`src/icpe_pkg.sv`:
```
// Package for the interrupt control and peripheral enable block.
// Assumes a 32-bit AXI4-Lite register bus and 8-bit registers in the low bits.
package icpe_pkg;
   // -------------------------------------------------------------
   // Register map
   // -------------------------------------------------------------
   localparam logic [3:0] ICPE_ADDR_W = 4'h4;
   localparam logic [3:0] ICPE_OFS_INTERRUPT_CONTROL = 4'h0;
   localparam logic [3:0] ICPE_OFS_PERIPH_ENABLE_ONE = 4'h4;
   localparam logic [3:0] ICPE_OFS_PERIPH_FLAGS = 4'h8;
   localparam logic [3:0] ICPE_OFS_PIN_CHANGE_FLAGS = 4'hC;
   localparam logic [7:0] ICPE_RESET_VALUE = 8'h00;
   // -------------------------------------------------------------
   // Field positions of the interrupt control register
   // -------------------------------------------------------------
   localparam int ICPE_BIT_GLOBAL_EN = 7;
   localparam int ICPE_BIT_GROUP_EN = 6;
   localparam int ICPE_BIT_T0IE = 5;
   localparam int ICPE_BIT_EXTIE = 4;
   localparam int ICPE_BIT_PCIE = 3;
   localparam int ICPE_BIT_T0IF = 2;
   localparam int ICPE_BIT_EXTIF = 1;
   localparam int ICPE_BIT_PCIF = 0;
   // Writable mask: the summary flag ignores writes
   localparam logic [7:0] ICPE_CTRL_WMASK = 8'hFE;
   localparam logic [1:0] ICPE_RESP_OKAY = 2'b00;
   localparam logic [1:0] ICPE_RESP_SLVERR = 2'b10;
   localparam int ICPE_NPIN = 8;
   localparam int ICPE_NPERIPH = 8;
   // Bus slave states
   typedef enum logic [1:0]
   {
      ICPE_IDLE = 2'b00,
      ICPE_RESP = 2'b01
   } icpe_bus_state_t;
endpackage : icpe_pkg

```
`src/icpe_flag_if.sv`:
```
// Interface carrying flag-bank set and clear strobes between modules.
// Assumes one clock domain; all strobes are single-cycle.
`timescale 1ns/100ps
interface icpe_flag_if;
   logic [7:0] set_ev;
   logic [7:0] clr_mask;
   logic clr_we;
   logic [7:0] flags;
   modport owner (input set_ev, input clr_mask, input clr_we, output flags);
   modport user (output set_ev, output clr_mask, output clr_we, input flags);
endinterface : icpe_flag_if

```
`src/icpe_flag_bank.sv`:
```
// Eight sticky flags: hardware sets, software writes 0 to clear.
// Assumes events from the same clock; set wins over clear.
`timescale 1ns/100ps
module icpe_flag_bank
(
   input wire logic aclk,
   input wire logic aresetn,
   icpe_flag_if.owner fb
);
   import icpe_pkg::*;
   // -------------------------------------------------------------
   // Sticky flags
   // -------------------------------------------------------------
   genvar gi;
   generate
      for (gi = 0; gi < 8; gi++)
      begin : g_flag
         // Set beats clear so a same-cycle event is never lost
         always_ff @(posedge aclk)
         begin
            if (!aresetn)
               fb.flags[gi] <= 1'b0;
            else if (fb.set_ev[gi])
               fb.flags[gi] <= 1'b1;
            else if (fb.clr_we && !fb.clr_mask[gi])
               fb.flags[gi] <= 1'b0;
         end
      end
   endgenerate
endmodule : icpe_flag_bank

```
`src/icpe_top.sv`:
```
// Interrupt control register, peripheral enable register and request gate.
// Assumes AXI4-Lite master on aclk; pin-change and ext pin inputs are async.
//
// Overview of operation
// - Global enable bit 7 gates every request to the core.
// - Peripheral group enable bit 6 gates all peripheral requests.
// - Peripheral enable register sources need the group enable too.
// - Control bit 5 enables the timer zero overflow interrupt.
// - Control bit 4 enables the external pin edge interrupt.
// - Control bit 3 enables the pin-change interrupt.
// - Control bit 2 sets on timer zero overflow and stays set until written 0.
// - Control bit 1 sets on a valid external pin edge.
// - Control bit 0 reads 1 while any pin-change flag is set.
// - Summary flag ignores writes; it is the OR of pin-change flags.
// - Flags set regardless of their enable or the global enable.
// - Both registers reset to zero; summary bit read-only.
// - Peripheral enable bit 7: timer one gate acquisition interrupt.
// - Peripheral enable bit 6: converter completion interrupt.
// - Peripheral enable bit 5: async serial receive interrupt.
// - Peripheral enable bit 4: async serial transmit interrupt.
// - Peripheral enable bit 3: sync serial port interrupt.
// - Peripheral enable bit 2: first capture/compare unit interrupt.
// - Peripheral enable bit 1: timer two period match interrupt.
// - Peripheral enable bit 0: timer one overflow interrupt.
// - Accepting an interrupt clears global enable; return sets it.
// - Any reset leaves all interrupts disabled.
//
// Design decisions made here: the placing of the registers and the AXI4-Lite slave port.
`timescale 1ns/100ps
module icpe_top
(
   input wire logic aclk,
   input wire logic aresetn,
   input wire logic [3:0] s_axi_awaddr,
   input wire logic s_axi_awvalid,
   output logic s_axi_awready,
   input wire logic [31:0] s_axi_wdata,
   input wire logic [3:0] s_axi_wstrb,
   input wire logic s_axi_wvalid,
   output logic s_axi_wready,
   output logic [1:0] s_axi_bresp,
   output logic s_axi_bvalid,
   input wire logic s_axi_bready,
   input wire logic [3:0] s_axi_araddr,
   input wire logic s_axi_arvalid,
   output logic s_axi_arready,
   output logic [31:0] s_axi_rdata,
   output logic [1:0] s_axi_rresp,
   output logic s_axi_rvalid,
   input wire logic s_axi_rready,
   input wire logic timer0_overflow,
   input wire logic ext_pin,
   input wire logic ext_edge_rising,
   input wire logic [icpe_pkg::ICPE_NPIN-1:0] pin_change_pins,
   input wire logic [icpe_pkg::ICPE_NPERIPH-1:0] periph_events,
   input wire logic irq_accept,
   input wire logic return_from_irq,
   output logic core_irq_request
);
   import icpe_pkg::*;

   // -------------------------------------------------------------
   // Register state
   // -------------------------------------------------------------
   logic global_irq_enable;
   logic periph_group_enable;
   logic timer0_ovf_irq_enable;
   logic ext_pin_irq_enable;
   logic pin_change_irq_enable;
   logic timer0_ovf_flag;
   logic ext_pin_irq_flag;
   logic pin_change_summary_flag;
   logic [7:0] peripheral_irq_enable_one;
   logic [7:0] pin_change_flag_bank;
   logic [7:0] periph_flags;
   logic [7:0] interrupt_control;

   // -------------------------------------------------------------
   // Input synchronisers
   // -------------------------------------------------------------
   logic [ICPE_NPIN-1:0] pc_meta;
   logic [ICPE_NPIN-1:0] pc_sync;
   logic [ICPE_NPIN-1:0] pc_last;
   logic ext_meta;
   logic ext_sync;
   logic ext_last;

   // Two stages before any edge logic looks at a pin
   always_ff @(posedge aclk)
   begin
      if (!aresetn)
      begin
         pc_meta <= 8'h00;
         pc_sync <= 8'h00;
         pc_last <= 8'h00;
         ext_meta <= 1'b0;
         ext_sync <= 1'b0;
         ext_last <= 1'b0;
      end
      else
      begin
         pc_meta <= pin_change_pins;
         pc_sync <= pc_meta;
         pc_last <= pc_sync;
         ext_meta <= ext_pin;
         ext_sync <= ext_meta;
         ext_last <= ext_sync;
      end
   end

   // Edge detection on the synchronised copies
   logic ext_edge;
   logic [7:0] pc_change;
   assign ext_edge = ext_edge_rising ? (ext_sync && !ext_last) : (!ext_sync && ext_last);
   assign pc_change = pc_sync ^ pc_last;

   // -------------------------------------------------------------
   // Bus slave
   // -------------------------------------------------------------
   icpe_bus_state_t wr_state;
   icpe_bus_state_t rd_state;
   logic aw_held;
   logic w_held;
   logic [3:0] aw_addr;
   logic [31:0] w_data;
   logic [3:0] w_strb;
   logic wr_fire;
   logic rd_fire;
   logic wr_lane0;

   // Address and data may come in either order; each is latched once
   assign s_axi_awready = (wr_state == ICPE_IDLE) && !aw_held;
   assign s_axi_wready = (wr_state == ICPE_IDLE) && !w_held;
   assign wr_fire = (wr_state == ICPE_IDLE) && aw_held && w_held;
   assign wr_lane0 = wr_fire && w_strb[0];
   assign s_axi_arready = (rd_state == ICPE_IDLE);
   assign rd_fire = s_axi_arvalid && s_axi_arready;

   // Write channel capture and response
   always_ff @(posedge aclk)
   begin
      if (!aresetn)
      begin
         wr_state <= ICPE_IDLE;
         aw_held <= 1'b0;
         w_held <= 1'b0;
         aw_addr <= 4'h0;
         w_data <= 32'h0000_0000;
         w_strb <= 4'h0;
         s_axi_bvalid <= 1'b0;
         s_axi_bresp <= ICPE_RESP_OKAY;
      end
      else
      begin
         case (wr_state)
            ICPE_IDLE:
            begin
               if (s_axi_awvalid && s_axi_awready)
               begin
                  aw_held <= 1'b1;
                  aw_addr <= s_axi_awaddr;
               end
               if (s_axi_wvalid && s_axi_wready)
               begin
                  w_held <= 1'b1;
                  w_data <= s_axi_wdata;
                  w_strb <= s_axi_wstrb;
               end
               if (wr_fire)
               begin
                  aw_held <= 1'b0;
                  w_held <= 1'b0;
                  s_axi_bvalid <= 1'b1;
                  // Unmapped word answers with a slave error
                  s_axi_bresp <= (aw_addr == ICPE_OFS_INTERRUPT_CONTROL ||
                                  aw_addr == ICPE_OFS_PERIPH_ENABLE_ONE ||
                                  aw_addr == ICPE_OFS_PERIPH_FLAGS ||
                                  aw_addr == ICPE_OFS_PIN_CHANGE_FLAGS) ?
                                 ICPE_RESP_OKAY : ICPE_RESP_SLVERR;
                  wr_state <= ICPE_RESP;
               end
            end
            ICPE_RESP:
            begin
               if (s_axi_bready)
               begin
                  s_axi_bvalid <= 1'b0;
                  wr_state <= ICPE_IDLE;
               end
            end
            default:
               wr_state <= ICPE_IDLE;
         endcase
      end
   end

   // Read channel; data registered at acceptance
   always_ff @(posedge aclk)
   begin
      if (!aresetn)
      begin
         rd_state <= ICPE_IDLE;
         s_axi_rvalid <= 1'b0;
         s_axi_rdata <= 32'h0000_0000;
         s_axi_rresp <= ICPE_RESP_OKAY;
      end
      else
      begin
         case (rd_state)
            ICPE_IDLE:
            begin
               if (rd_fire)
               begin
                  s_axi_rvalid <= 1'b1;
                  s_axi_rresp <= ICPE_RESP_OKAY;
                  rd_state <= ICPE_RESP;
                  case (s_axi_araddr)
                     ICPE_OFS_INTERRUPT_CONTROL: s_axi_rdata <= {24'h00_0000, interrupt_control};
                     ICPE_OFS_PERIPH_ENABLE_ONE:
                        s_axi_rdata <= {24'h00_0000, peripheral_irq_enable_one};
                     ICPE_OFS_PERIPH_FLAGS: s_axi_rdata <= {24'h00_0000, periph_flags};
                     ICPE_OFS_PIN_CHANGE_FLAGS: s_axi_rdata <= {24'h00_0000, pin_change_flag_bank};
                     default:
                     begin
                        s_axi_rdata <= 32'h0000_0000;
                        s_axi_rresp <= ICPE_RESP_SLVERR;
                     end
                  endcase
               end
            end
            ICPE_RESP:
            begin
               if (s_axi_rready)
               begin
                  s_axi_rvalid <= 1'b0;
                  rd_state <= ICPE_IDLE;
               end
            end
            default:
               rd_state <= ICPE_IDLE;
         endcase
      end
   end

   // -------------------------------------------------------------
   // Control register
   // -------------------------------------------------------------
   logic ctrl_we;
   logic pie_we;
   assign ctrl_we = wr_lane0 && (aw_addr == ICPE_OFS_INTERRUPT_CONTROL);
   assign pie_we = wr_lane0 && (aw_addr == ICPE_OFS_PERIPH_ENABLE_ONE);

   // Global enable: hardware clear on acceptance beats a software write
   always_ff @(posedge aclk)
   begin
      if (!aresetn)
         global_irq_enable <= ICPE_RESET_VALUE[ICPE_BIT_GLOBAL_EN];
      else if (irq_accept && global_irq_enable)
         global_irq_enable <= 1'b0;
      else if (return_from_irq)
         global_irq_enable <= 1'b1;
      else if (ctrl_we)
         global_irq_enable <= w_data[ICPE_BIT_GLOBAL_EN];
   end

   // Plain enable bits of the control register
   always_ff @(posedge aclk)
   begin
      if (!aresetn)
      begin
         periph_group_enable <= ICPE_RESET_VALUE[ICPE_BIT_GROUP_EN];
         timer0_ovf_irq_enable <= ICPE_RESET_VALUE[ICPE_BIT_T0IE];
         ext_pin_irq_enable <= ICPE_RESET_VALUE[ICPE_BIT_EXTIE];
         pin_change_irq_enable <= ICPE_RESET_VALUE[ICPE_BIT_PCIE];
      end
      else if (ctrl_we)
      begin
         periph_group_enable <= w_data[ICPE_BIT_GROUP_EN];
         timer0_ovf_irq_enable <= w_data[ICPE_BIT_T0IE];
         ext_pin_irq_enable <= w_data[ICPE_BIT_EXTIE];
         pin_change_irq_enable <= w_data[ICPE_BIT_PCIE];
      end
   end

   // Core flags: event sets, regardless of any enable; set wins over clear
   always_ff @(posedge aclk)
   begin
      if (!aresetn)
      begin
         timer0_ovf_flag <= ICPE_RESET_VALUE[ICPE_BIT_T0IF];
         ext_pin_irq_flag <= ICPE_RESET_VALUE[ICPE_BIT_EXTIF];
      end
      else
      begin
         if (timer0_overflow)
            timer0_ovf_flag <= 1'b1;
         else if (ctrl_we)
            timer0_ovf_flag <= w_data[ICPE_BIT_T0IF];
         if (ext_edge)
            ext_pin_irq_flag <= 1'b1;
         else if (ctrl_we)
            ext_pin_irq_flag <= w_data[ICPE_BIT_EXTIF];
      end
   end

   // Summary flag is derived from the pin-change bank, so a control register write can never touch it
   assign pin_change_summary_flag = |pin_change_flag_bank;

   assign interrupt_control = {global_irq_enable, periph_group_enable, timer0_ovf_irq_enable,
                               ext_pin_irq_enable, pin_change_irq_enable, timer0_ovf_flag,
                               ext_pin_irq_flag, pin_change_summary_flag};

   // -------------------------------------------------------------
   // Peripheral enable register
   // -------------------------------------------------------------
   // Bit order 7..0: gate, converter, rx, tx, sync serial, ccp, timer2, timer1
   always_ff @(posedge aclk)
   begin
      if (!aresetn)
         peripheral_irq_enable_one <= ICPE_RESET_VALUE;
      else if (pie_we)
         peripheral_irq_enable_one <= w_data[7:0];
   end

   // -------------------------------------------------------------
   // Flag banks (pin-change and peripheral), write 0 to clear
   // -------------------------------------------------------------
   icpe_flag_if pc_if ();
   icpe_flag_if pf_if ();

   assign pc_if.set_ev = pc_change;
   assign pc_if.clr_mask = w_data[7:0];
   assign pc_if.clr_we = wr_lane0 && (aw_addr == ICPE_OFS_PIN_CHANGE_FLAGS);
   assign pin_change_flag_bank = pc_if.flags;

   assign pf_if.set_ev = periph_events;
   assign pf_if.clr_mask = w_data[7:0];
   assign pf_if.clr_we = wr_lane0 && (aw_addr == ICPE_OFS_PERIPH_FLAGS);
   assign periph_flags = pf_if.flags;

   icpe_flag_bank u_pc_bank
   (
      .aclk(aclk),
      .aresetn(aresetn),
      .fb(pc_if.owner)
   );

   icpe_flag_bank u_pf_bank
   (
      .aclk(aclk),
      .aresetn(aresetn),
      .fb(pf_if.owner)
   );

   // -------------------------------------------------------------
   // Request to the core
   // -------------------------------------------------------------
   logic core_terms;
   logic periph_terms;
   // Stale flags fire at once on enable; software clears them first
   assign core_terms = (timer0_ovf_flag && timer0_ovf_irq_enable) ||
                       (ext_pin_irq_flag && ext_pin_irq_enable) ||
                       (pin_change_summary_flag && pin_change_irq_enable);
   assign periph_terms = periph_group_enable &&
                         (|(periph_flags & peripheral_irq_enable_one));

   // Registered so the request is a clean flop output
   always_ff @(posedge aclk)
   begin
      if (!aresetn)
         core_irq_request <= 1'b0;
      else
         core_irq_request <= global_irq_enable && (core_terms || periph_terms);
   end
endmodule : icpe_top

```
`config.mk`:
```
export PLATFORM = sky130hd
export DESIGN_NAME = icpe_top
export DESIGN_NICKNAME = d
export VERILOG_FILES = /design/src/icpe_pkg.sv /design/src/icpe_flag_if.sv /design/src/icpe_flag_bank.sv /design/src/icpe_top.sv
export SDC_FILE = /design/constraint.sdc
export NUM_CORES = 1
export LEC_CHECK = 0
export BUFFER_PORTS_ARGS = -buffer_cell sky130_fd_sc_hd__clkbuf_2
export CAP_MARGIN = 30
export CORE_UTILIZATION = 51
export CTS_CLUSTER_SIZE = 28
export DETAILED_ROUTE_END_ITERATION = 6
export PLACE_DENSITY = 0.8
export SETUP_SLACK_MARGIN = 0.05
export SYNTH_ARGS = -nofsm -noshare
export SYNTH_HDL_FRONTEND = slang
export SYNTH_HIERARCHICAL = 1
export SYNTH_SLANG_ARGS = --single-unit
```
`constraint.sdc`:
```
create_clock -name aclk -period 2.07 [get_ports aclk]
set_input_delay 0.1035 -clock aclk [delete_from_list [all_inputs] [get_ports aclk]]
set_output_delay 0.1035 -clock aclk [all_outputs]
set_load 0.01 [all_outputs]
```
* After elaboration in Yosys (flattened, before gate mapping)
Index checks and enable logic that the tools add are counted.
** Word-level totals
- Register bits :: 116
- Latch bits :: 0
- Memory bits (writable) :: 0
- Memory bits (read-only) :: 0
- Input bits :: 72
- Output and inout port bits :: 42
- Logic and storage cells :: 211
- Memories :: 0
** Cells by class
- Add/sub/neg operators :: 0
- Multiply operators :: 0
- Div/mod/pow operators :: 0
- Order comparisons :: 0
- Eq/ne operators :: 12
- Shifts and indexed selects :: 0
- Muxes and demuxes :: 58
- Bitwise logic cells :: 3
- Reductions and logical operators :: 95
** Operators with widths (number)
- $mux 1 :: 47
- $reduce_bool 2->1 :: 23
- $logic_and 1x1->1 :: 36
- $pmux 8 s4 :: 1
- $eq 4x4->1 const B :: 4
- $reduce_and 2->1 :: 8
- $reduce_or 8->1 :: 2
- $logic_not 1->1 :: 12
- $mux 2 :: 6
- $and 8x8->8 :: 1
- $eq 4x3->1 const B :: 2
- $logic_not 4->1 :: 2
- $pmux 2 s2 :: 2
- $xor 8x8->8 :: 1
- $logic_or 1x1->1 :: 6
- $ne 2x2->1 const B :: 3
- $reduce_and 3->1 :: 2
- $eq 2x1->1 const B :: 2
- $logic_not 2->1 :: 2
- $pmux 1 s2 :: 2
- $reduce_or 4->1 :: 1
- $ne 2x1->1 const B :: 1
- $reduce_or 2->1 :: 1
- $not 1->1 :: 1

* Depth between registers and ports, before layout
Gate-level depths: netlist of run 1.
- Depth after elaboration :: 8
- Mapped depth :: 7
- Gate-level depth less buffers :: 5

* By module
The synthesis of run 1 kept the hierarchy.
** By module, submodules not included
- icpe_top :: times used 1, cells each 302, area each 2985.4 um2, sequential area each 1401.3 um2
- icpe_flag_bank :: times used 2, cells each 32, area each 330.3 um2, sequential area each 160.2 um2

* Least setup slack after synthesis of run 1
No wires, ideal clock.
- Path kind :: register to register
- Start :: register, netlist name s_axi_bvalid
- End :: register u_pc_bank.fb.flags[2]
- Setup time :: 116 ps
- Arrival time :: 1604 ps
- Data required time :: 1954 ps
- Setup slack :: 350 ps
- Cell stages (with the launch flop) :: 8
- Buffers on the path :: 2
- Period minus slack after synthesis :: 1720 ps
- Path through :: dfxtp_1 -> clkbuf_1 -> and3b_1 -> clkbuf_1 -> nand3_1 -> nor2_1 -> nor3b_2 -> nor2_1
** RTL lines
- to (signal, indexed assignment) :: line icpe_flag_bank.sv:22 : fb.flags[gi] <= 1'b0;
- to (signal, indexed assignment) :: line icpe_flag_bank.sv:24 : fb.flags[gi] <= 1'b1;
- to (signal, indexed assignment) :: line icpe_flag_bank.sv:26 : fb.flags[gi] <= 1'b0;
- to (decl) :: line icpe_flag_if.sv:9 : modport owner (input set_ev, input clr_mask, input clr_we, output flags);

* Final worst setup path of run 1
- Start :: register w_strb[0]
- End :: register u_pc_bank.fb.flags[0]
** Between the ends
- Longest elaborated chain between the ends :: 4
** Ends and longest elaborated chain
- from (decl) :: line icpe_top.sv:126 : logic [3:0] w_strb;
- from (signal assigned) :: line icpe_top.sv:167 : w_strb <= s_axi_wstrb;
- $logic_and 1x1->1 :: line icpe_top.sv:135 : assign wr_lane0 = wr_fire && w_strb[0];
- $logic_and 1x1->1 :: line icpe_top.sv:333 : assign pc_if.clr_we = wr_lane0 && (aw_addr == ICPE_OFS_PIN_CHANGE_FLAGS);
- via pc_if.clr_we :: line icpe_flag_if.sv:7 : logic clr_we;
- $logic_and 1x1->1 :: line icpe_flag_bank.sv:25 : else if (fb.clr_we && !fb.clr_mask[gi])
- $reduce_bool 2->1 (no line)
The timed path passes the listed nets, and every way through them passes these cells.
A chain may end at the register's enable or synchronous reset.

==> results by group, run 1 <==
Clock tree
  – Clock Tree Root: clkbuf_8
  – Clk buf depth: 2
  – CTS tree: built
  – Clock sink count: 86
  – Clock latency on the worst-skew pair: 360 ps
  – TritonCTS Buffers: 9
  – Clock-pin slew on the worst setup and hold paths: about 90 ps
  – H-Tree Depth: 3
  – Post-CTS Setup Repair Bufs: 0

Setup path
  – Worst Setup Path Type: flip-flop to flip-flop
  – Crit Path Max Fanout: 8
  – Nature of the critical path startpoint: flip-flop
  – Crit end category: flip-flop
  – CP required: between 2000 and 2500 ps
  – Reg2reg end: u_pc_bank/fb.flags[0]$_SDFFE_PN0P_
  – Worst Path Arrival: about 2000 ps
  – Slack of the worst reg-to-reg path: roughly 310 ps
  – Worst r2r src: w_strb[0]$_SDFFE_PN0P_
  – Worst Reg-to-Reg Cells: 5

Detailed routing
  – ANT nets after route: 0
  – First-pass DRT Iterations: 4
  – Routed vias/inst: between 5 and 6
  – DRC violations left: 0
  – Total number of vias: about 2.9k
  – WL/cell: between 10 and 15 µm
  – DRT iter0 DRCs: 251
  – Final wirelength: around 8000 µm

Synthesis
  – Ys async rst share: 0%
  – Synth warn: 6
  – Synthesized instance count: roughly 370
  – Sequential-to-total area share from yosys stat: approximately 47%
  – Count of cell types in the netlist: 39
  – Post-Syn Area per Cell: roughly 10 µm²
  – Number of enable flip-flop cells after synthesis: 0
  – Main synth FF type: dfxtp_1
  – Mapped Area: ~3600 µm²
  – Seq cells post-synth: 86

Power and ir drop
  – Pwr Density: between 700 and 800 nW/µm²
  – Worst VDD drop: 0.000524 V
  – Pleak: around 1.9 nW

Global route
  – Grt total ovfl: 0
  – Pin count of the biggest net entering global routing: 47
  – GRT Util Overall: between 20% and 30%
  – Vias in the first global route: 2808
  – Global-route wire length before repair: around 13000 µm
  – Initial antenna violation count: 0

Layout
  – Filler cell count: around 550
  – Layout cells sized above 1: between 20% and 30%
  – Finished Cell Area: roughly 4500 µm²
  – Final non-filler cell total: 556
  – Final nets: roughly 530
  – Ant. Diodes: 0
  – Syn-to-layout area delta: 22.5%

Die
  – Die Y: 86.6 µm
  – DIE WIDTH: approximately 87 µm
  – Die area: approximately 7500 µm²
  – Core ar.: slightly below 7000 µm²
  – Rows: 30
  – Starting Density: around 53%
  – I/O pin count: between 100 and 150

Min path
  – Hold Path Cell Cnt: 3
  – Hold path start: periph_events[6]
  – Worst Hold Class: primary input to flip-flop
  – Hold Crit Endpoint: u_pf_bank/fb.flags[6]$_SDFFE_PN0P_

Timing
  – Pin slew with the least headroom to its limit: a little under 800 ps
  – RSZ-0062 raised after global routing: false
  – Setup Skew: a little over 10 ps
  – Fin crit share: between 80% and 90%
  – Final setup violation count: 0
  – Setup TNS: 0 ps
  – Hold Vio Cnt, Final: 0
  – Fin. max-slew vios: 0
  – Fmax achieved: 569 MHz
  – Final Worst Setup Slack: roughly 310 ps
  – Final worst path period need: about 1800 ps
  – Slew margin rel.: 47.9%

Placement
  – Dpl hpwl: around 5200 µm
  – Cells after DPL: approximately 500
  – PortBufs: 60
  – DP Worst Slack: roughly 350 ps
  – Gpl congestion: 0.909
  – Area after DPL: a little under 4000 µm²

Run
  – Max-cap violations: 0

Run status
  – Status: complete, no violations
through the flow:
stage	total power, W	util [%]	hold slack, ps
after global placement	0.00214	57.9	309
final	0.00337	65.4	9.31
after floorplan	0.00206	-	231
after global routing	0.00350	65.4	20.3
after detailed placement	0.00215	57.9	313
after CTS	0.00339	65.4	0.513
cell usage in the layout, fill, tap and decap left out, types with 2 or more instances in the layout:
cell,Yosys,final
a21oi_1,18,18
a22o_1,4,4
a22oi_1,8,8
a31oi_1,4,4
and2_1,27,27
and3b_1,2,2
buf_4,26,6
clkbuf_2,0,60
clkbuf_8,0,11
clkinv_2,0,2
clkinv_4,0,2
conb_1,1,26
dfxtp_1,86,86
dlygate4sd3_1,0,30
inv_1,7,7
mux2i_1,14,14
mux4_2,6,6
nand2_1,3,3
nand2b_1,4,4
nand3_1,8,8
nand4_1,8,8
nor2_1,43,43
nor3_1,3,3
nor3b_1,3,3
nor3b_2,17,17
nor4b_2,2,2
o21ai_0,24,24
o31ai_1,8,8
or4_1,3,3
xor2_1,8,8
sequential cells by signal (all words and copies together) (netlist names), 4 cells and up:
signal / flops
s_axi_rdata: 8
pc_sync: 8
pc_meta: 8
u_pf_bank/fb.flags: 8
pc_last: 8
aw_addr: 4
w_data: 8
peripheral_irq_enable_one: 8
u_pc_bank/fb.flags: 8
worst max-delay path by stage:
stage	end	slack (ps)	start	cells after the start
after floorplan	u_pc_bank/fb.flags[2]$_SDFFE_PN0P_	350	s_axi_bvalid$_SDFFE_PN0P_	7
after CTS	u_pc_bank/fb.flags[0]$_SDFFE_PN0P_	290	w_strb[0]$_SDFFE_PN0P_	5
after detailed placement	u_pc_bank/fb.flags[0]$_SDFFE_PN0P_	350	s_axi_bvalid$_SDFFE_PN0P_	5
after global placement	s_axi_rdata[0]$_SDFFE_PN0P_	380	u_pc_bank/fb.flags[2]$_SDFFE_PN0P_	3
after global routing	u_pc_bank/fb.flags[0]$_SDFFE_PN0P_	150	w_strb[0]$_SDFFE_PN0P_	5
final	u_pc_bank/fb.flags[0]$_SDFFE_PN0P_	310	w_strb[0]$_SDFFE_PN0P_	5
what timing repair did:
item | CTS | global route
hold endpoints to repair | 30 | 0
resized for setup | 0 | 0
hold buffers | 30 | 0
cell type report:
type	instances	area [µm²]	area share (%)
clock inverters	5	57.6	1.29
multi-input cells	254	1730	38.6
flip-flops and latches	86	1720	38.5
repair buffers	97	666	14.9
clock buffers	11	151	3.39
inverters	7	26.3	0.588
well taps	96	120	2.69
layer usage:
layer	wire length, µm	vias to the layer above	global-route usage [%]
li1	-	1411	-
met1	3380	1322	26.8
met2	3690	119	38.6
met3	457	24	5.14
met4	238	0	10.6
met5	0	-	0
power breakdown:
group / internal (W) / total (W) / switching (W)
Clock: 0.000623 / 0.00120 / 0.000577
Sequential: 0.00173 / 0.00181 / 0.0000828
Combinational: 0.000174 / 0.000354 / 0.000180
critical path, stage by stage (launching register included):
cell and delay (ps):
dfxtp_1 410, nor3b_1 270, nand3_1 140, nor2_1 440
nor3b_2 270, nor2_1 100
cell usage after synthesis (2+ instances only):
master | count | area [µm²]
and2_1 | 27 | 169
xor2_1 | 8 | 70.1
or4_1 | 3 | 22.5
nor3_1 | 3 | 15.0
nor4b_2 | 2 | 30.0
mux2i_1 | 14 | 140
o21ai_0 | 24 | 120
nand4_1 | 8 | 50.1
a22o_1 | 4 | 35.0
dfxtp_1 | 86 | 1720
nor3b_1 | 3 | 22.5
mux4_2 | 6 | 135
o31ai_1 | 8 | 60.1
clkbuf_1 | 14 | 52.6
nand3_1 | 8 | 40.0
a21oi_1 | 18 | 90.1
buf_2 | 3 | 15.0
a22oi_1 | 8 | 60.1
nor3b_2 | 17 | 213
nand2_1 | 3 | 11.3
inv_1 | 7 | 26.3
nor2_1 | 43 | 161
nand2b_1 | 4 | 25.0
buf_4 | 26 | 195
and3b_1 | 2 | 17.5
a31oi_1 | 4 | 25.0
cells by family after synthesis:
logic type / synth area share, %
DFF: 47.2
other: 0.103
AOI/OAI and AO/OA: 11.4
xor gates and xnor gates: 1.92
buffers and inverters: 8.03
muxes: 8.27
and+or+nand+nor: 23.0
Power figures use the tool's default switching activity.
==> run 2: changes to the inputs <==
- CORE_UTILIZATION: 51 -> 46
- PLACE_DENSITY: 0.8 -> 0.76
- clock period: 2.07 -> 1.4 ns (I/O delays scaled with it)
==> results by group, run 2 (same netlist as run 1, synthesis figures left out) <==
Run status
  – Status: finished with violations (was complete, no violations)
  – Violated checks: setup timing

Clock tree
  – Clock latency on the worst-skew pair: 360 ps (about the same)
  – Clk buf depth: 2 (unchanged)
  – Clock-pin slew on the worst setup and hold paths: 80 ps (was 90 ps)
  – H-Tree Depth: 3 (unchanged)
  – Clock Tree Root: clkbuf_8 (unchanged)
  – CTS tree: built (unchanged)
  – Clock sink count: 86 (unchanged)
  – TritonCTS Buffers: 9 (unchanged)

Layout
  – Ant. Diodes: 0 (unchanged)
  – Post-layout util: 65.0% (was 65.4%)
  – Final nets: 561 (was 527)
  – Most frequent cells in the layout: dfxtp_1, clkbuf_2, nor2_1, dlygate4sd3_1, buf_4 (was dfxtp_1, clkbuf_2, nor2_1, dlygate4sd3_1, and2_1)
  – Commonest non-fill, non-tap cell in the layout: dfxtp_1 (unchanged)
  – Layout cells sized above 1: 34.2% (was 23.5%)
  – Syn-to-layout area delta: 37.0% (was 22.5%)
  – Filler cell count: 625 (was 552)

Global route
  – Vias in the first global route: 2883 (was 2808)
  – Initial antenna violation count: 0 (unchanged)
  – Grt total ovfl: 0 (unchanged)
  – GRT Util Overall: 21.4% (was 22.5%)
  – GR peak layer: met2 (unchanged)
  – Grt met1 use: 26.5% (was 26.8%)
  – Grt met3 use: 5.36% (was 5.14%)
  – Global-route wire length before repair: 13900 µm (was 13000 µm)
  – Met2 Use GR: 35.5% (was 38.6%)
  – Pin count of the biggest net entering global routing: 41 (was 47)

Placement
  – Dpl hpwl: 5910 µm (was 5230 µm)
  – PortBufs: 60 (unchanged)
  – Gpl congestion: 0.874 (was 0.909)

Setup path
  – Worst Path Arrival: 1920 ps (was 1990 ps)
  – Crit end category: flip-flop (unchanged)
  – Crit Path Max Fanout: 3 (was 8)
  – CP required: 1660 ps (was 2300 ps)
  – Reg2reg end: s_axi_rdata[0]$_SDFFE_PN0P_ (was u_pc_bank/fb.flags[0]$_SDFFE_PN0P_)
  – Worst Reg-to-Reg Cells: 3 (was 5)
  – Worst r2r src: u_pc_bank/fb.flags[3]$_SDFFE_PN0P_ (was w_strb[0]$_SDFFE_PN0P_)
  – Slack of the worst reg-to-reg path: -260 ps (was 310 ps)
  – Worst Setup Path Type: flip-flop to flip-flop (unchanged)
  – Nature of the critical path startpoint: flip-flop (unchanged)

Power and ir drop
  – Pleak: 2.13 nW (was 1.93 nW)
  – Pwr Density: 1140 nW/µm² (was 754 nW/µm²)
  – Worst VDD drop: 0.000665 V (was 0.000524 V)
  – Pwr Total: 0.00569 W (was 0.00337 W)

Detailed routing
  – Total number of vias: 3103 (was 2876)
  – WL/cell: 14.2 µm (was 14.0 µm)
  – Final wirelength: 8480 µm (was 7770 µm)
  – DRT iter0 DRCs: 173 (was 251)
  – Routed vias/inst: 5.21 (was 5.17)
  – DRC violations left: 0 (unchanged)
  – First-pass DRT Iterations: 5 (was 4)
  – ANT nets after route: 0 (unchanged)

Timing
  – Setup Skew: 9.38 ps (was 10.2 ps)
  – Final worst path period need: 1660 ps (was 1760 ps)
  – Final Worst Setup Slack: -260 ps (was 313 ps)
  – Setup TNS: -271 ps (was 0 ps)
  – Hold Vio Cnt, Final: 0 (unchanged)
  – Final setup violation count: 2 (was 0)
  – Fmax achieved: 603 MHz (was 569 MHz)
  – Fin crit share: 119% (was 84.9%)
  – Fin. max-slew vios: 0 (unchanged)
  – Min Hold Slack: 133 ps (was 9.31 ps)
  – RSZ-0062 raised after global routing: true (was false)

Min path
  – Hold Path Cell Cnt: 3 (unchanged)
  – Worst Hold Class: primary input to flip-flop (unchanged)
  – Hold path start: s_axi_arvalid (was periph_events[6])
  – Hold Crit Endpoint: s_axi_rvalid$_SDFFE_PN0P_ (was u_pf_bank/fb.flags[6]$_SDFFE_PN0P_)

Die
  – I/O pin count: 114 (unchanged)
  – Rows: 32 (was 30)
  – Starting Density: 47.4% (was 53.4%)
  – Die Y: 91.0 µm (was 86.6 µm)
  – Die area: 8290 µm² (was 7490 µm²)
  – DIE WIDTH: 91.0 µm (was 86.6 µm)
  – Core ar.: 7690 µm² (was 6830 µm²)

Run
  – Max-cap violations: 0 (unchanged)
## run 2: final cells by class
type,instances,area (µm²),share of cell area (%)
Inverter,7,26.3,0.526
Timing Repair Buffer,131,942,18.9
Sequential cell,86,1740,34.9
Multi-Input combinational cell,254,1880,37.6
Tap cell,102,128,2.55
Clock buffer,11,151,3.03
Clock inverter,5,129,2.58
## run 2: stage by stage
step | instances | setup slack [ps] | cell area (µm²)
floorplan | 391 | -203 | 3790
global placement | 540 | -240 | 4170
detailed placement | 540 | -261 | 4170
CTS | 592 | -248 | 4860
global route | 596 | -283 | 5000
finish | 596 | -260 | 5000
## run 2: layer usage
| metal | share of wire [%] | wire length (µm) |
|---|---|---|
| met5 | 0 | 0 |
| met4 | 2.6 | 222 |
| met3 | 5.9 | 500 |
| met2 | 48 | 4050 |
| met1 | 44 | 3710 |
## run 2: power breakdown
part / total [W] / internal (W) / switching [W]
Combinational: 0.000702 / 0.000367 / 0.000335
Clock: 0.00232 / 0.00147 / 0.000858
Sequential: 0.00267 / 0.00256 / 0.000107
Total: 0.00569 / 0.00439 / 0.00130
## run 2: worst max-delay path, cell delays in order (launching register included)
cell and delay [ps]:
dfxtp_2 330, or4_4 530, or4_1 480, a41o_1 220
## run 2: timing repair
item / CTS / global route
endpoints found under the setup margin: 24 / 44
setup buffers: 0 / 3
gates resized for setup: 19 / 35
gates cloned: 0 / 1
hold endpoints to repair: 35 / 0
hold buffers: 36 / 0
pin swaps: 6 / 22
## run 2: how the worst max path moves through the flow
stage               cells past startpoint                           to                          startpoint  slack [ps]
detailed placement                      3  s_axi_rdata[0]$_SDFFE_PN0P_  u_pc_bank/fb.flags[3]$_SDFFE_PN0P_        -260
global route                            3  s_axi_rdata[0]$_SDFFE_PN0P_  u_pc_bank/fb.flags[3]$_SDFFE_PN0P_        -280
floorplan                               3  s_axi_rdata[0]$_SDFFE_PN0P_  u_pc_bank/fb.flags[3]$_SDFFE_PN0P_        -200
finish                                  3  s_axi_rdata[0]$_SDFFE_PN0P_  u_pc_bank/fb.flags[3]$_SDFFE_PN0P_        -260
CTS                                     3  s_axi_rdata[0]$_SDFFE_PN0P_  u_pc_bank/fb.flags[1]$_SDFFE_PN0P_        -250
global placement                        3  s_axi_rdata[0]$_SDFFE_PN0P_  u_pc_bank/fb.flags[3]$_SDFFE_PN0P_        -240
==> run 3: changes to the inputs <==
- CORE_MARGIN: default -> 2
==> results by group, run 3 (same netlist as run 1, synthesis figures left out) <==
Power and ir drop
  – Pwr Total: 0.00564 W (was 0.00569 W)
  – Pwr Density: 1100 nW/µm² (was 1140 nW/µm²)
  – Worst VDD drop: 0.000816 V (was 0.000665 V)
  – Pleak: 2.15 nW (was 2.13 nW)

Timing
  – RSZ-0062 raised after global routing: true (unchanged)
  – Fin crit share: 116% (was 119%)
  – Setup Skew: 9.10 ps (was 9.38 ps)
  – Min Hold Slack: 104 ps (was 133 ps)
  – Hold Vio Cnt, Final: 0 (unchanged)
  – Fmax achieved: 614 MHz (was 603 MHz)
  – Fin. max-slew vios: 0 (unchanged)
  – Final Worst Setup Slack: -230 ps (was -260 ps)
  – Final worst path period need: 1630 ps (was 1660 ps)
  – Final setup violation count: 18 (was 2)

Setup path
  – Reg2reg end: s_axi_rdata[0]$_SDFFE_PN0P_ (unchanged)
  – Worst Setup Path Type: flip-flop to flip-flop (unchanged)
  – Setup crit end: s_axi_rdata[0]$_SDFFE_PN0P_ (unchanged)
  – Worst Reg-to-Reg Cells: 3 (unchanged)
  – Worst Path Arrival: 1890 ps (was 1920 ps)
  – Worst r2r src: u_pc_bank/fb.flags[7]$_SDFFE_PN0P_ (was u_pc_bank/fb.flags[3]$_SDFFE_PN0P_)
  – CP required: 1660 ps (about the same)
  – Setup crit start: u_pc_bank/fb.flags[7]$_SDFFE_PN0P_ (was u_pc_bank/fb.flags[3]$_SDFFE_PN0P_)
  – Crit Path Max Fanout: 2 (was 3)
  – Slack of the worst reg-to-reg path: -230 ps (was -260 ps)
  – Crit end category: flip-flop (unchanged)
  – Nature of the critical path startpoint: flip-flop (unchanged)

Layout
  – FF/Latch Area: 1730 µm² (was 1740 µm²)
  – Post-layout util: 66.7% (was 65.0%)
  – Syn-to-layout area delta: 40.7% (was 37.0%)
  – Most frequent cells in the layout: dfxtp_1, clkbuf_2, nor2_1, dlygate4sd3_1, buf_4 (unchanged)
  – Final non-filler cell total: 599 (was 596)
  – Ant. Diodes: 0 (unchanged)
  – Layout cells sized above 1: 36.2% (was 34.2%)
  – Commonest non-fill, non-tap cell in the layout: dfxtp_1 (unchanged)
  – Filler cell count: 592 (was 625)
  – Final nets: 564 (was 561)
  – Multi-input gate area: 2000 µm² (was 1880 µm²)

Clock tree
  – Clock-pin slew on the worst setup and hold paths: 80 ps (about the same)
  – Clock sink count: 86 (unchanged)
  – Clk buf depth: 2 (unchanged)
  – TritonCTS Buffers: 9 (unchanged)
  – Clock latency on the worst-skew pair: 360 ps (about the same)
  – Clock Tree Root: clkbuf_8 (unchanged)
  – CTS tree: built (unchanged)
  – H-Tree Depth: 3 (unchanged)

Die
  – Die Y: 93.0 µm (was 91.0 µm)
  – Core ar.: 7690 µm² (unchanged)
  – Rows: 32 (unchanged)
  – DIE WIDTH: 93.0 µm (was 91.0 µm)
  – I/O pin count: 114 (unchanged)
  – Starting Density: 47.4% (unchanged)
  – Die area: 8650 µm² (was 8290 µm²)

Run
  – Max-cap violations: 0 (unchanged)

Detailed routing
  – WL/cell: 15.3 µm (was 14.2 µm)
  – ANT nets after route: 0 (unchanged)
  – DRT iter0 DRCs: 337 (was 173)
  – Routed vias/inst: 5.21 (about the same)
  – First-pass DRT Iterations: 4 (was 5)
  – DRC violations left: 0 (unchanged)
  – Final wirelength: 9160 µm (was 8480 µm)
  – Total number of vias: 3122 (was 3103)

Run status
  – Status: finished with violations (unchanged)
  – Violated checks: setup timing (unchanged)

Global route
  – Initial antenna violation count: 0 (unchanged)
  – Global-route wire length before repair: 14300 µm (was 13900 µm)
  – Grt total ovfl: 0 (unchanged)
  – Pin count of the biggest net entering global routing: 41 (unchanged)
  – Vias in the first global route: 2962 (was 2883)
  – GRT Util Overall: 21.0% (was 21.4%)

Placement
  – Dpl hpwl: 5950 µm (was 5910 µm)
  – Cells after DPL: 542 (was 540)
  – Gpl congestion: 0.879 (was 0.874)
  – PortBufs: 60 (unchanged)

Min path
  – Worst Hold Class: primary input to flip-flop (unchanged)
==> run 3: cell count changes in the layout (fill, tap and decap cells not counted), sizes merged <==
cell	change
buf	+3
clkinv	+1
dlygate4sd3	-1
==> run 3: how the worst min path moves through the flow <==
stage                       startpoint                                 end  depth (start not counted)  slack, ps
floorplan             periph_events[0]  u_pf_bank/fb.flags[0]$_SDFFE_PN0P_                          2        190
global placement    pin_change_pins[0]               pc_meta[0]$_SDFF_PN0_                          2        280
detailed placement  pin_change_pins[0]               pc_meta[0]$_SDFF_PN0_                          2        280
CTS                       s_axi_wvalid                 w_held$_SDFFE_PN0P_                          3          8
global route                   aresetn         s_axi_rdata[0]$_SDFFE_PN0P_                          3        130
finish                         aresetn         s_axi_rdata[0]$_SDFFE_PN0P_                          3        100
==> run 3: per-layer routing <==
metal / vias to the layer above / part of all wire [%] / GRT usage (%)
met3: 26 / 6.4 / 6.37
met2: 139 / 48 / 34.0
met5: - / 0 / 0
met1: 1466 / 43 / 27.1
met4: 0 / 3.3 / 6.62
li1: 1491 / - / -
==> run 3: report_power, final <==
| part | switching, W | leakage, nW | total [W] | internal [W] |
|---|---|---|---|---|
| logic | 0.000374 | 1.31 | 0.000752 | 0.000378 |
| clock network | 0.000863 | 0.130 | 0.00223 | 0.00137 |
| registers | 0.000105 | 0.709 | 0.00266 | 0.00256 |
==> run 3: worst max-delay path, stage by stage (launching register included) <==
cell     delay (ps)
dfxtp_1         310
or4_4           540
or4_4           480
a41o_1          210
==> run 3: repair_timing <==
| item | in CTS | in global routing |
|---|---|---|
| setup endpoints to repair | 24 | 43 |
| gates resized for setup | 18 | 55 |
| setup buffers | 2 | 2 |
| hold endpoints to repair | 34 | 0 |
| gates cloned | 0 | 2 |
| pin swaps | 14 | 31 |
| hold buffers | 35 | 0 |
==> run 3: final cells by class <==
cell class,count,area share [%]
clock buffers,10,2.49
flip-flops and latches,86,33.8
inverters,7,0.512
multi-input cells,254,38.9
repair buffers,134,19.2
clock inverters,6,2.61
well taps,102,2.49
==> run 3: through the flow <==
stage | setup TNS (ps) | cell area, µm² | setup slack [ps]
floorplan | -379 | 3790 | -203
global placement | -450 | 4180 | -239
detailed placement | -1180 | 4180 | -253
CTS | -404 | 4870 | -233
global route | -2550 | 5130 | -287
finish | -605 | 5130 | -230
